<file path="config.mk">
export PLATFORM = sky130hd
export DESIGN_NAME = aog_core
export DESIGN_NICKNAME = d
export VERILOG_FILES = /design/src/design/aog_pkg.sv /design/src/design/aog_core.sv /design/src/design/aog_shifter.sv
export SDC_FILE = /design/constraint.sdc
export NUM_CORES = 2
export LEC_CHECK = 0
export ABC_AREA = 1
export BUFFER_PORTS_ARGS = -buffer_cell sky130_fd_sc_hd__buf_2
export CORE_UTILIZATION = 30
export DETAILED_ROUTE_END_ITERATION = 10
export PLACE_DENSITY_LB_ADDON = 0.08
export SLEW_MARGIN = 10
export SYNTH_ARGS = -nofsm -noshare
export SYNTH_HDL_FRONTEND = slang
export SYNTH_SLANG_ARGS = --single-unit
</file>
<file path="constraint.sdc">
create_clock -name pclk -period 5.6 [get_ports pclk]
set_input_delay 0.56 -clock pclk [delete_from_list [all_inputs] [get_ports pclk]]
set_output_delay 0.56 -clock pclk [all_outputs]
set_load 0.1 [all_outputs]
</file>
<file path="src/design/aog_pkg.sv">
// constants and types for the address and operand generator
// Summary of operation
// - second operand is immediate, register, or register shifted by imm/reg
// - word/byte offset is imm12, index register or scaled index, added/subbed
// - pre-indexed word/byte uses base+/-offset and writes it back
// - post-indexed word/byte accesses base, then updates base by offset
// - unprivileged word/byte allows offset and post forms only
// - halfword offset is imm8 or unscaled index, in all three forms
// - multiple transfers sequence IA, IB, DA, DB; stack aliases map to them
// - coprocessor offset is imm8 times four, in all three forms
// - field mask bit 3 enables control field, bit 2 extension field
// - field mask bit 0 enables flags field, bit 1 status field
package aog_pkg;
  localparam int unsigned AOG_AW = 8;
  // register byte offsets
  localparam logic [7:0] AOG_CTRL   = 8'h00;
  localparam logic [7:0] AOG_BASE   = 8'h04;
  localparam logic [7:0] AOG_INDEX  = 8'h08;
  localparam logic [7:0] AOG_SHREG  = 8'h0c;
  localparam logic [7:0] AOG_IMM    = 8'h10;
  localparam logic [7:0] AOG_CMD    = 8'h14;
  localparam logic [7:0] AOG_STATUS = 8'h18;
  localparam logic [7:0] AOG_OP2    = 8'h1c;
  localparam logic [7:0] AOG_ADDR   = 8'h20;
  localparam logic [7:0] AOG_WBADDR = 8'h24;
  localparam logic [7:0] AOG_ENDADR = 8'h28;
  localparam logic [31:0] AOG_RST   = 32'h0;
  // control register fields
  localparam int unsigned C_MODE  = 0;
  localparam int unsigned C_FORM  = 4;
  localparam int unsigned C_SRC   = 6;
  localparam int unsigned C_UP    = 8;
  localparam int unsigned C_KIND  = 9;
  localparam int unsigned C_BYREG = 12;
  localparam int unsigned C_CIN   = 13;
  localparam int unsigned C_MASK  = 16;
  localparam int unsigned C_SEQ   = 20;
  localparam int unsigned C_SHIMM = 24;
  localparam int unsigned SHIMM_W = 5;
  // field mask bits
  localparam int unsigned M_FLAGS  = 0;
  localparam int unsigned M_STATUS = 1;
  localparam int unsigned M_EXT    = 2;
  localparam int unsigned M_CTL    = 3;
  // status bits
  localparam int unsigned S_BUSY  = 0;
  localparam int unsigned S_DONE  = 1;
  localparam int unsigned S_ILL   = 2;
  localparam int unsigned S_CARRY = 3;
  localparam int unsigned S_WBEN  = 4;
  localparam int unsigned S_FEN   = 8;
  localparam int unsigned CMD_GO  = 0;
  // offset widths and scales
  localparam int unsigned OFS12_W = 12;
  localparam int unsigned OFS8_W  = 8;
  localparam int unsigned CNT_W   = 5;
  localparam int unsigned WORD_SH = 2;
  typedef enum logic [2:0] {
    AOG_M_OPERAND = 3'h0, AOG_M_WORD_BYTE = 3'h1, AOG_M_UNPRIV = 3'h2,
    AOG_M_HALFWORD = 3'h3, AOG_M_MULTI_LOAD = 3'h4,
    AOG_M_MULTI_STORE = 3'h5, AOG_M_COPROC = 3'h6, AOG_M_FIELDS = 3'h7
  } aog_mode_t;
  typedef enum logic [1:0] {
    AOG_F_OFFSET = 2'h0, AOG_F_PRE = 2'h1, AOG_F_POST = 2'h2
  } aog_form_t;
  typedef enum logic [1:0] {
    AOG_S_IMM = 2'h0, AOG_S_REG = 2'h1, AOG_S_SCALED = 2'h2
  } aog_src_t;
  typedef enum logic [2:0] {
    AOG_LSL = 3'h0, AOG_LSR = 3'h1, AOG_ASR = 3'h2, AOG_ROR = 3'h3,
    AOG_RRX = 3'h4
  } aog_kind_t;
  typedef enum logic [1:0] {
    AOG_INC_AFTER = 2'h0, AOG_INC_BEFORE = 2'h1,
    AOG_DEC_AFTER = 2'h2, AOG_DEC_BEFORE = 2'h3
  } aog_seq_t;
  // load stack aliases
  localparam aog_seq_t AOG_FULL_DESC  = AOG_INC_AFTER;
  localparam aog_seq_t AOG_EMPTY_DESC = AOG_INC_BEFORE;
  localparam aog_seq_t AOG_FULL_ASC   = AOG_DEC_AFTER;
  localparam aog_seq_t AOG_EMPTY_ASC  = AOG_DEC_BEFORE;
  typedef enum logic [1:0] {
    AOG_IDLE = 2'h0, AOG_CALC = 2'h1, AOG_DONE = 2'h3
  } aog_state_t;
endpackage

</file>
<file path="src/design/aog_core.sv">
// apb-controlled operand and address generator
`timescale 1ns/10ps
module aog_core import aog_pkg::*; (
  // clock and reset
  input  wire logic              pclk,
  input  wire logic              presetn,
  // apb slave
  input  wire logic              psel,
  input  wire logic              penable,
  input  wire logic              pwrite,
  input  wire logic [AOG_AW-1:0] paddr,
  input  wire logic [31:0]       pwdata,
  output logic      [31:0]       prdata,
  output logic                   pready,
  output logic                   pslverr,
  // results
  output logic      [31:0]       second_operand,
  output logic                   shifter_carry,
  output logic      [31:0]       access_addr,
  output logic      [31:0]       writeback_addr,
  output logic                   writeback_en,
  output logic      [31:0]       end_addr,
  output logic      [3:0]        field_en,
  output logic                   illegal_form,
  output logic                   result_valid
);
  typedef struct packed {
    logic [31:0] ctrl;
    logic [31:0] base;
    logic [31:0] index;
    logic [31:0] shreg;
    logic [31:0] imm;
    aog_state_t  st;
    logic        illegal;
    logic        done;
    logic        carry;
    logic        wb_en;
    logic        valid;
    logic [31:0] op2;
    logic [31:0] addr;
    logic [31:0] wb_addr;
    logic [31:0] end_addr;
    logic [3:0]  fen;
    logic        pready;
    logic        pslverr;
    logic [31:0] prdata;
  } aog_regs_t;

  aog_regs_t r;
  aog_regs_t n;

  // decoded control
  aog_mode_t   mode;
  aog_form_t   form;
  aog_src_t    src;
  aog_kind_t   kind;
  aog_seq_t    seq;
  logic        up;
  logic        by_reg;
  logic [7:0]  sh_amt;
  logic [31:0] sh_res;
  logic        sh_c;
  // computed results
  logic [31:0] ofs;
  logic [31:0] calc;
  logic [31:0] nbytes;
  logic [31:0] c_op2;
  logic [31:0] c_addr;
  logic [31:0] c_wb;
  logic [31:0] c_end;
  logic        c_wben;
  logic        c_ill;
  logic [3:0]  c_fen;
  // bus
  logic        acc;
  logic        hit;
  logic [31:0] rdval;
  logic [31:0] status;

  assign mode   = aog_mode_t'(r.ctrl[C_MODE +: 3]);
  assign form   = aog_form_t'(r.ctrl[C_FORM +: 2]);
  assign src    = aog_src_t'(r.ctrl[C_SRC +: 2]);
  assign kind   = aog_kind_t'(r.ctrl[C_KIND +: 3]);
  assign seq    = aog_seq_t'(r.ctrl[C_SEQ +: 2]);
  assign up     = r.ctrl[C_UP];
  assign by_reg = r.ctrl[C_BYREG];

  // register amounts only for the second operand
  always_comb begin
    if (by_reg && mode == AOG_M_OPERAND) begin
      sh_amt = r.shreg[7:0];
    end else begin
      sh_amt = {3'h0, r.ctrl[C_SHIMM +: SHIMM_W]};
    end
  end

  aog_shifter u_shift (
    .value    (r.index),
    .kind     (kind),
    .amount   (sh_amt),
    .carry_in (r.ctrl[C_CIN]),
    .result   (sh_res),
    .carry_out(sh_c)
  );

  // offset selection per addressing mode
  always_comb begin
    ofs = r.index;
    c_ill = 1'b0;
    case (mode)
      AOG_M_WORD_BYTE, AOG_M_UNPRIV: begin
        case (src)
          AOG_S_IMM:    ofs = {20'h0, r.imm[OFS12_W-1:0]};
          AOG_S_REG:    ofs = r.index;
          AOG_S_SCALED: ofs = sh_res;
          default:      c_ill = 1'b1;
        endcase
        if (mode == AOG_M_UNPRIV && form == AOG_F_PRE) begin
          c_ill = 1'b1;
        end
      end
      AOG_M_HALFWORD: begin
        case (src)
          AOG_S_IMM: ofs = {24'h0, r.imm[OFS8_W-1:0]};
          AOG_S_REG: ofs = r.index;
          default:   c_ill = 1'b1;
        endcase
      end
      AOG_M_COPROC: begin
        ofs = {22'h0, r.imm[OFS8_W-1:0], 2'h0};
      end
      default: ofs = r.index;
    endcase
    if (form != AOG_F_OFFSET && form != AOG_F_PRE && form != AOG_F_POST) begin
      c_ill = 1'b1;
    end
  end

  assign calc   = up ? r.base + ofs : r.base - ofs;
  assign nbytes = {25'h0, r.imm[CNT_W-1:0], 2'h0};

  // result formation
  always_comb begin
    c_op2  = r.index;
    c_addr = r.base;
    c_wb   = r.base;
    c_end  = r.base;
    c_wben = 1'b0;
    c_fen  = 4'h0;
    case (mode)
      AOG_M_OPERAND: begin
        case (src)
          AOG_S_IMM: c_op2 = r.imm;
          AOG_S_REG: c_op2 = r.index;
          default:   c_op2 = sh_res;
        endcase
      end
      AOG_M_WORD_BYTE, AOG_M_UNPRIV, AOG_M_HALFWORD, AOG_M_COPROC: begin
        c_wb = calc;
        c_end = c_addr;
        if (form == AOG_F_POST) begin
          c_addr = r.base;
          c_wben = !c_ill;
        end else if (form == AOG_F_PRE) begin
          c_addr = calc;
          c_wben = !c_ill;
        end else begin
          c_addr = calc;
        end
        c_end = c_addr;
      end
      AOG_M_MULTI_LOAD, AOG_M_MULTI_STORE: begin
        c_wben = 1'b1;
        case (seq)
          AOG_INC_AFTER: begin
            c_addr = r.base;
            c_end  = r.base + nbytes - 32'h4;
            c_wb   = r.base + nbytes;
          end
          AOG_INC_BEFORE: begin
            c_addr = r.base + 32'h4;
            c_end  = r.base + nbytes;
            c_wb   = r.base + nbytes;
          end
          AOG_DEC_AFTER: begin
            c_addr = r.base - nbytes + 32'h4;
            c_end  = r.base;
            c_wb   = r.base - nbytes;
          end
          default: begin
            c_addr = r.base - nbytes;
            c_end  = r.base - 32'h4;
            c_wb   = r.base - nbytes;
          end
        endcase
      end
      AOG_M_FIELDS: begin
        c_fen[M_CTL]    = r.ctrl[C_MASK + M_CTL];
        c_fen[M_EXT]    = r.ctrl[C_MASK + M_EXT];
        c_fen[M_FLAGS]  = r.ctrl[C_MASK + M_FLAGS];
        c_fen[M_STATUS] = r.ctrl[C_MASK + M_STATUS];
      end
      default: c_op2 = r.index;
    endcase
  end

  // read mux
  always_comb begin
    status = 32'h0;
    status[S_BUSY]  = (r.st != AOG_IDLE);
    status[S_DONE]  = r.done;
    status[S_ILL]   = r.illegal;
    status[S_CARRY] = r.carry;
    status[S_WBEN]  = r.wb_en;
    status[S_FEN +: 4] = r.fen;
    hit = 1'b1;
    case (paddr)
      AOG_CTRL:   rdval = r.ctrl;
      AOG_BASE:   rdval = r.base;
      AOG_INDEX:  rdval = r.index;
      AOG_SHREG:  rdval = r.shreg;
      AOG_IMM:    rdval = r.imm;
      AOG_CMD:    rdval = 32'h0;
      AOG_STATUS: rdval = status;
      AOG_OP2:    rdval = r.op2;
      AOG_ADDR:   rdval = r.addr;
      AOG_WBADDR: rdval = r.wb_addr;
      AOG_ENDADR: rdval = r.end_addr;
      default: begin
        rdval = 32'h0;
        hit = 1'b0;
      end
    endcase
  end

  assign acc = psel && penable;

  always_comb begin
    n = r;
    n.valid = 1'b0;
    n.pready = 1'b0;
    n.pslverr = 1'b0;
    // one wait state, then the answer
    if (acc && !r.pready) begin
      n.pready = 1'b1;
      n.pslverr = !hit;
      n.prdata = pwrite ? 32'h0 : rdval;
    end
    if (acc && r.pready && pwrite && hit) begin
      case (paddr)
        AOG_CTRL:  n.ctrl = pwdata;
        AOG_BASE:  n.base = pwdata;
        AOG_INDEX: n.index = pwdata;
        AOG_SHREG: n.shreg = pwdata;
        AOG_IMM:   n.imm = pwdata;
        AOG_CMD: begin
          if (pwdata[CMD_GO] && r.st == AOG_IDLE) begin
            n.st = AOG_CALC;
            n.done = 1'b0;
          end
        end
        default: n.ctrl = r.ctrl;
      endcase
    end
    case (r.st)
      AOG_CALC: begin
        n.op2      = c_op2;
        n.carry    = sh_c;
        n.addr     = c_addr;
        n.wb_addr  = c_wb;
        n.end_addr = c_end;
        n.wb_en    = c_wben;
        n.illegal  = c_ill;
        n.fen      = c_fen;
        n.valid    = 1'b1;
        n.st       = AOG_DONE;
      end
      AOG_DONE: begin
        n.done = 1'b1;
        n.st = AOG_IDLE;
      end
      AOG_IDLE: n.done = n.done;
      default: n.st = AOG_IDLE;
    endcase
  end

  always_ff @(posedge pclk or negedge presetn) begin
    if (!presetn) begin
      r <= '0;
      r.st <= AOG_IDLE;
    end else begin
      r <= n;
    end
  end

  assign prdata         = r.prdata;
  assign pready         = r.pready;
  assign pslverr        = r.pslverr;
  assign second_operand = r.op2;
  assign shifter_carry  = r.carry;
  assign access_addr    = r.addr;
  assign writeback_addr = r.wb_addr;
  assign writeback_en   = r.wb_en;
  assign end_addr       = r.end_addr;
  assign field_en       = r.fen;
  assign illegal_form   = r.illegal;
  assign result_valid   = r.valid;
endmodule

</file>
<file path="src/design/aog_shifter.sv">
// barrel shifter for the second operand and scaled index
`timescale 1ns/10ps
module aog_shifter import aog_pkg::*; (
  // operand
  input  wire logic [31:0] value,
  input  wire aog_kind_t   kind,
  input  wire logic [7:0]  amount,
  input  wire logic        carry_in,
  // result
  output logic      [31:0] result,
  output logic             carry_out
);
  logic [64:0] lw;
  logic [63:0] rw;
  logic [63:0] aw;
  logic [4:0]  rot;
  always_comb begin
    lw = {33'h0, value} << amount;
    rw = {value, 32'h0} >> amount;
    aw = 64'($signed({value, 32'h0}) >>> amount);
    rot = amount[4:0];
    result = value;
    carry_out = carry_in;
    if (kind == AOG_RRX) begin
      result = {carry_in, value[31:1]};
      carry_out = value[0];
    end else if (amount != 8'h0) begin
      case (kind)
        AOG_LSL: begin
          result = lw[31:0];
          carry_out = lw[32];
        end
        AOG_LSR: begin
          result = rw[63:32];
          carry_out = rw[31];
        end
        AOG_ASR: begin
          result = aw[63:32];
          carry_out = aw[31];
        end
        AOG_ROR: begin
          result = (value >> rot) | (value << (6'h20 - {1'b0, rot}));
          carry_out = result[31];
        end
        default: begin
          result = value;
          carry_out = carry_in;
        end
      endcase
    end
  end
endmodule

</file>
== After elaboration in Yosys (flattened, before gate mapping) ==
Index checks and enable logic that the tools add are counted.

* Output and inout bits: 170
* Flip-flop bits (word level): 333

* Reductions and logical operators: 39
* Shift operators: 5
* Add/subtract/negate cells: 9
* Eq/ne operators: 34
* Mux-type cells: 42
* Bitwise operators: 1

{| class="wikitable"
|+ Operators by type and width
! cell !! count
|-
| case mux 32 bit (10 select lines) || 1
|-
| case mux 32 bit (2 select lines) || 5
|-
| case mux 32 bit (3 select lines) || 3
|-
| 2-to-1 mux 32 bit || 8
|-
| 2-to-1 mux 133 bit || 1
|-
| case mux 32 bit (4 select lines) || 1
|-
| adder 32 x 3 -> 32 bit (second input constant) || 2
|-
| right shift 64 x 8 -> 64 bit || 1
|-
| >>> shifter 64 x 8 -> 64 bit || 1
|-
| subtractor 32 x 3 -> 32 bit (second input constant) || 2
|-
| 2-to-1 mux 34 bit || 1
|-
| left shift 32 x 8 -> 33 bit || 1
|-
| adder 32 bit || 1
|-
| adder 32 x 7 -> 32 bit || 1
|-
| equality test 8 x 5 -> 1 bit (second input constant) || 4
|-
| bitwise OR 32 bit || 1
|-
| left shift 32 x 6 -> 32 bit || 1
|-
| right shift 32 x 5 -> 32 bit || 1
|-
| subtractor 32 bit || 1
|-
| subtractor 32 x 7 -> 32 bit || 1
|-
| equality test 8 x 6 -> 1 bit (second input constant) || 3
|-
| equality test 8 x 4 -> 1 bit (second input constant) || 2
|-
| equality test 3 bit (second input constant) || 5
|-
| 2-to-1 mux 1 bit || 13
|-
| other kinds (27) || 69
|}

== Depth between registers and ports, before layout ==
* Depth after elaboration: 16
* Gate-level depth with buffers: 53
* Depth with buffers taken out: 51

== Hierarchy ==
From an unflattened synthesis, not the netlist that was laid out.

* Cells, all modules: 5773
* Area total of the unflattened synthesis: 34839.7 µm²

{| class="wikitable"
|+ By module, submodules not included
! module !! times used !! area each (µm²) !! cells an instance
|-
| aog_core || 1 || 27368.7 || 4137
|-
| aog_shifter || 1 || 7470.9 || 1636
|}

== Worst setup path after synthesis ==
Ideal clock, no wire load.

* Kind: register to register
* Start: register r (netlist bit mode[1])
* End: register r (netlist bit end_addr[31])
* Arrival time: 5.636 ns
* Buffers on the path: 3
* Stages on the path, launching flop included: 51
* Setup slack: -0.158 ns
* Clock period less this slack: 5.758 ns
* Data required time: 5.478 ns
* Library setup time: 0.122 ns
* Path through: dfrtp_1 nor2_4 nand3_2 buf_6 o21ai_4 buf_4 buf_2 nand3_1 nand2_1 nand2_1 nand3_1 nand2_1 a21oi_1 nand2_1 nand2_1 nand2_1 nand2_1 nand2_1 (+15 left out) a21boi_0 o21ai_0 a21boi_0 o21ai_0 nand3_1 o211ai_1 nand3_1 nand3_1 xor2_1 inv_1 nand2_1 nand2_1 inv_1 nand3_1 nand2_1 nand2_1 nand2_1 a21oi_1

* Word-level cells in the longest chain between the ends: 15
* Elaborated cells between the ends (all ways): 30
* Classes of those cells: add/sub: 3; eq/ne: 6; shift: 5; mux: 9; bitwise: 1; reduce/logical: 6

{| class="wikitable"
|+ Ends and longest elaborated chain
! what !! line !! source
|-
| from (decl) || aog_core.sv:49 || <nowiki>aog_regs_t r;</nowiki>
|-
| from (signal assigned) || aog_core.sv:292 || <nowiki>r <= n;</nowiki>
|-
| zero test 3 bit || aog_core.sv:90 || <nowiki>if (by_reg && mode == AOG_M_OPERAND) begin</nowiki>
|-
| logical AND 1 bit || aog_core.sv:90 ||
|-
| 2-to-1 mux 8 bit || aog_core.sv:90 ||
|-
| subtractor 6 x 5 -> 6 bit || aog_shifter.sv:42 || <nowiki>result = (value >> rot) | (value << (6'h20 - {1'b0, rot}));</nowiki>
|-
| left shift 32 x 6 -> 32 bit || aog_shifter.sv:42 ||
|-
| bitwise OR 32 bit || aog_shifter.sv:42 ||
|-
| case mux 32 bit (4 select lines) || aog_shifter.sv:28 || <nowiki>case (kind)</nowiki>
|-
| 2-to-1 mux 32 bit || aog_shifter.sv:27 || <nowiki>end else if (amount != 8'h0) begin</nowiki>
|-
| 2-to-1 mux 32 bit || aog_shifter.sv:24 || <nowiki>if (kind == AOG_RRX) begin</nowiki>
|-
| case mux 32 bit (2 select lines) || aog_core.sv:112 || <nowiki>case (src)</nowiki>
|-
| case mux 32 bit (3 select lines) || aog_core.sv:110 || <nowiki>case (mode)</nowiki>
|-
| subtractor 32 bit or adder 32 bit (tied branches) || aog_core.sv:139 || <nowiki>assign calc = up ? r.base + ofs : r.base - ofs;</nowiki>
|-
| 2-to-1 mux 32 bit || aog_core.sv:139 ||
|-
| 2-to-1 mux 32 bit || aog_core.sv:161 || <nowiki>if (form == AOG_F_POST) begin</nowiki>
|-
| case mux 32 bit (2 select lines) (*) || aog_core.sv:150 || <nowiki>case (mode)</nowiki>
|}

Every way passes the cells marked *; elsewhere a longest branch is shown, timed or not.
A chain may end at the register's enable or synchronous reset.

== Worst setup path in the final report ==
* Start: register r (netlist bit mode[0])
* End: register r (netlist bit access_addr[31])

Same word-level chain as after synthesis.

==> flow_metrics.env <==
export IMPL_die_height_um=335
export IMPL_routabilityCongestion=1.01
export IMPL_hold_viol_final=0
export IMPL_synth_top_cell_area_share_pct=24.9
export IMPL_period_share_pct=110
export IMPL_clock_fmax_mhz=162
export IMPL_instances_no_fill=7716
export IMPL_post_place_ws_ps=-1550
export IMPL_port_buffers=214
export IMPL_worst_skew_pair_late_latency_ps=660
export IMPL_post_route_drc_count=0
export IMPL_root_buffer="clkbuf_16"
export IMPL_required_ps=6110
export IMPL_synth_area_leader_cell="dfrtp_1"
export IMPL_coreArea_um2=109000
export IMPL_antenna_left=0
export IMPL_regMostFlops="r"
export IMPL_min_to="r[195]"
export IMPL_gr_usage_all_layers_pct=35.9
export IMPL_critPathArrivalTime_ps=6690
export IMPL_skew_ps=52.0
export IMPL_slew_headroom_pct=19.8
export IMPL_setup_violations_final=48
export IMPL_timing_rr_end="access_addr[31]"
export IMPL_avgSynthCellArea_um2=6.11
export IMPL_rows=121
export IMPL_ir_drop_mv=0.181
export IMPL_path_class="reg -> reg"
export IMPL_switching_share_pct=31.4
export IMPL_intPower_w=0.00430
export IMPL_ys_flop_type="dfrtp_1"
export IMPL_clock_path_buffers=3
export IMPL_final_nets=6311
export IMPL_layout_commonest_cell="nand2_1"
export IMPL_dpl_cell_count=7558
export IMPL_dieArea_um2=112000
export IMPL_clkPwrFrac_pct=48.0
export IMPL_status="finished, violations left"
export IMPL_seqPwrFrac_pct=40.1
export IMPL_synth_edff_count=0
export IMPL_comb_power_share_pct=12.0
export IMPL_cpMostUsedCell="nand2_1"
export IMPL_cts_tree="done"
export IMPL_start_util_pct=30.4
export IMPL_wl_per_cell_um=26.9
export IMPL_cts_sinks=331
export IMPL_htree_levels=2
export IMPL_slew_viol_final=0
export IMPL_power_density_nw_per_um2=137
export IMPL_stdcell_area_um2=45800
export IMPL_drive_gt1_share_pct=29.5
export IMPL_crit_start="mode[0]"
export IMPL_synthArstFlopShare_pct=100
export IMPL_drt_iter0_drc=4789
export IMPL_synth_area_um2=33300
export IMPL_grt_pass1_vias=40384
export IMPL_die_x_um=335
export IMPL_synth_seq_area_share_pct=24.9
export IMPL_r2r_setup_slack_ps=-570
export IMPL_cts_buffers=44
export IMPL_p_sw_w=0.00197
export IMPL_area_growth_pct=37.5
export IMPL_placed_area_um2=40900
export IMPL_grt_pass1_wl_mm=293
export IMPL_fin_ws_ps=-575
export IMPL_largest_reg_flops=149
export IMPL_routed_wl_mm=208
export IMPL_yosysUniqueCellTypes=63
export IMPL_overflow=0
export IMPL_cp_slowest_cell="dfrtp_1"
export IMPL_dr_total_vias=42694
export IMPL_drv_cap=0
export IMPL_fin_util_pct=41.8
export IMPL_dp_hpwl_mm=165
export IMPL_hold_start="pwdata[22]"
export IMPL_timing_rr_start="mode[0]"
export IMPL_critPathLaunchType="register"
export IMPL_critPathMaxStageDelay_ps=410
export IMPL_antenna_found_initial=4
export IMPL_r2r_cells=48
export IMPL_drt_first_pass_iters=6
export IMPL_layout_common_cells="nand2_1, buf_4, nand3_1"
export IMPL_grt_max_degree=117
export IMPL_violations="setup timing"
export IMPL_syn_inst=5450
export IMPL_post_route_min_period_ps=6170
export IMPL_cp_max_fo=22
export IMPL_num_io_pins=215
export IMPL_holdPathStages=3
export IMPL_clk_pin_slew_worst_paths_ps=60
export IMPL_hold_class="in -> reg"
export IMPL_ys_warn_count=0
export IMPL_syn_nets=5552
export IMPL_ys_seq_elements=331
export IMPL_cp_end_kind="register"
export IMPL_p_leak_nw=22.6
export IMPL_synth_area_top_cells="dfrtp_1, nand2_1, nand3_1, o21ai_0, inv_1"
export IMPL_rsz0062_at_grt="yes"
export IMPL_vias_per_cell=5.53
export IMPL_worst_pin_slew_ps=1190
## cell usage after synthesis (31+ instances only)
library cell and count:
clkbuf_1 224, nor2_1 341, nor3_1 62, nand3_1 665, o211ai_1 87, buf_2 70, inv_1 407, a221oi_1 53
buf_4 178, dfrtp_1 331, a21oi_1 278, o21ai_0 511, a22oi_1 40, o221ai_1 35, xor2_1 82, nand2_1 1621
xnor2_1 31, ha_1 54, o22ai_1 51, nand4_1 50
## cell families (layout without fill, tap and decap cells)
logic type / Yosys count / count (layout) / share of synthesized area, %
AND/OR/NAND/NOR: 2798 / 2799 / 35.2
AO/OA/AOI/OAI: 1203 / 1203 / 21.6
buffers and inverters: 947 / 1735 / 13.0
flip-flops: 331 / 331 / 24.9
XOR/XNOR: 113 / 113 / 2.97
adder cells (fa/ha/maj): 57 / 57 / 2.21
multiplexers: 1 / 1 / 0.0301
other: 0 / 1 / 0
## worst max-delay path, delay by kind of cell (launching register included)
kind,cells,cell delay (ps)
AOI/OAI and AO/OA,6,830
xor gates and xnor gates,2,390
adders and majority gates,1,320
buffers and inverters,10,1390
DFF,1,410
and+or+nand+nor,29,2720
## layout make-up
| cell class | instances | area (um^2) |
|---|---|---|
| Timing Repair Buffer | 1212 | 9420 |
| Tap cell | 1476 | 1850 |
| Inverter | 447 | 1690 |
| Clock buffer | 57 | 1230 |
| Multi-Input combinational cell | 4173 | 23100 |
| Fill cell | 11857 | 63700 |
| Sequential cell | 331 | 8280 |
| Antenna cell | 1 | 2.50 |
| Clock inverter | 19 | 243 |
## how the worst max path moves through the flow
stage	end	slack [ps]
after floorplan	end_addr[31]	10
after global placement	access_addr[31]	-1610
after detailed placement	access_addr[31]	-1550
after CTS	access_addr[31]	-630
after global routing	writeback_addr[31]	-900
final	access_addr[31]	-570
## per-layer routing
metal / track usage, % / routed length [um] / vias to the layer above
met5: 0 / 13 / -
met4: 16.7 / 11800 / 2
met3: 5.27 / 14400 / 382
met2: 57.3 / 93300 / 1832
met1: 47.4 / 88300 / 20739
li1: - / - / 19739
## stage by stage
| step | power (W) | hold WS (ps) | setup TNS [ps] |
|---|---|---|---|
| finish | 0.00626 | 296 | -17680 |
| detailed placement | 0.00330 | 426 | -63640 |
| floorplan | 0.00314 | 264 | 0 |
| global route | 0.00642 | 313 | -36370 |
| global placement | 0.00330 | 421 | -60940 |
| CTS | 0.00631 | 268 | -19370 |
## power by group through the flow
stage / Clock, W / Sequential (W) / Combinational (W)
2_1_floorplan: 0 / 0.00253 / 0.000604
3_3_place_gp: 0 / 0.00255 / 0.000745
3_5_place_dp: 0 / 0.00255 / 0.000744
4_1_cts: 0.00305 / 0.00251 / 0.000749
5_1_grt: 0.00313 / 0.00252 / 0.000780
6_report: 0.00300 / 0.00251 / 0.000749
## repair_timing
action / in CTS / in global routing
buffers inserted: 35 / 34
endpoints found under the setup margin: 74 / 81
pin swaps: 56 / 130
cloned: 5 / 8
endpoints found under the hold margin: 60 / 0
resized for setup: 264 / 394
hold buffers: 1 / 0
Power figures use the tool's default switching activity.
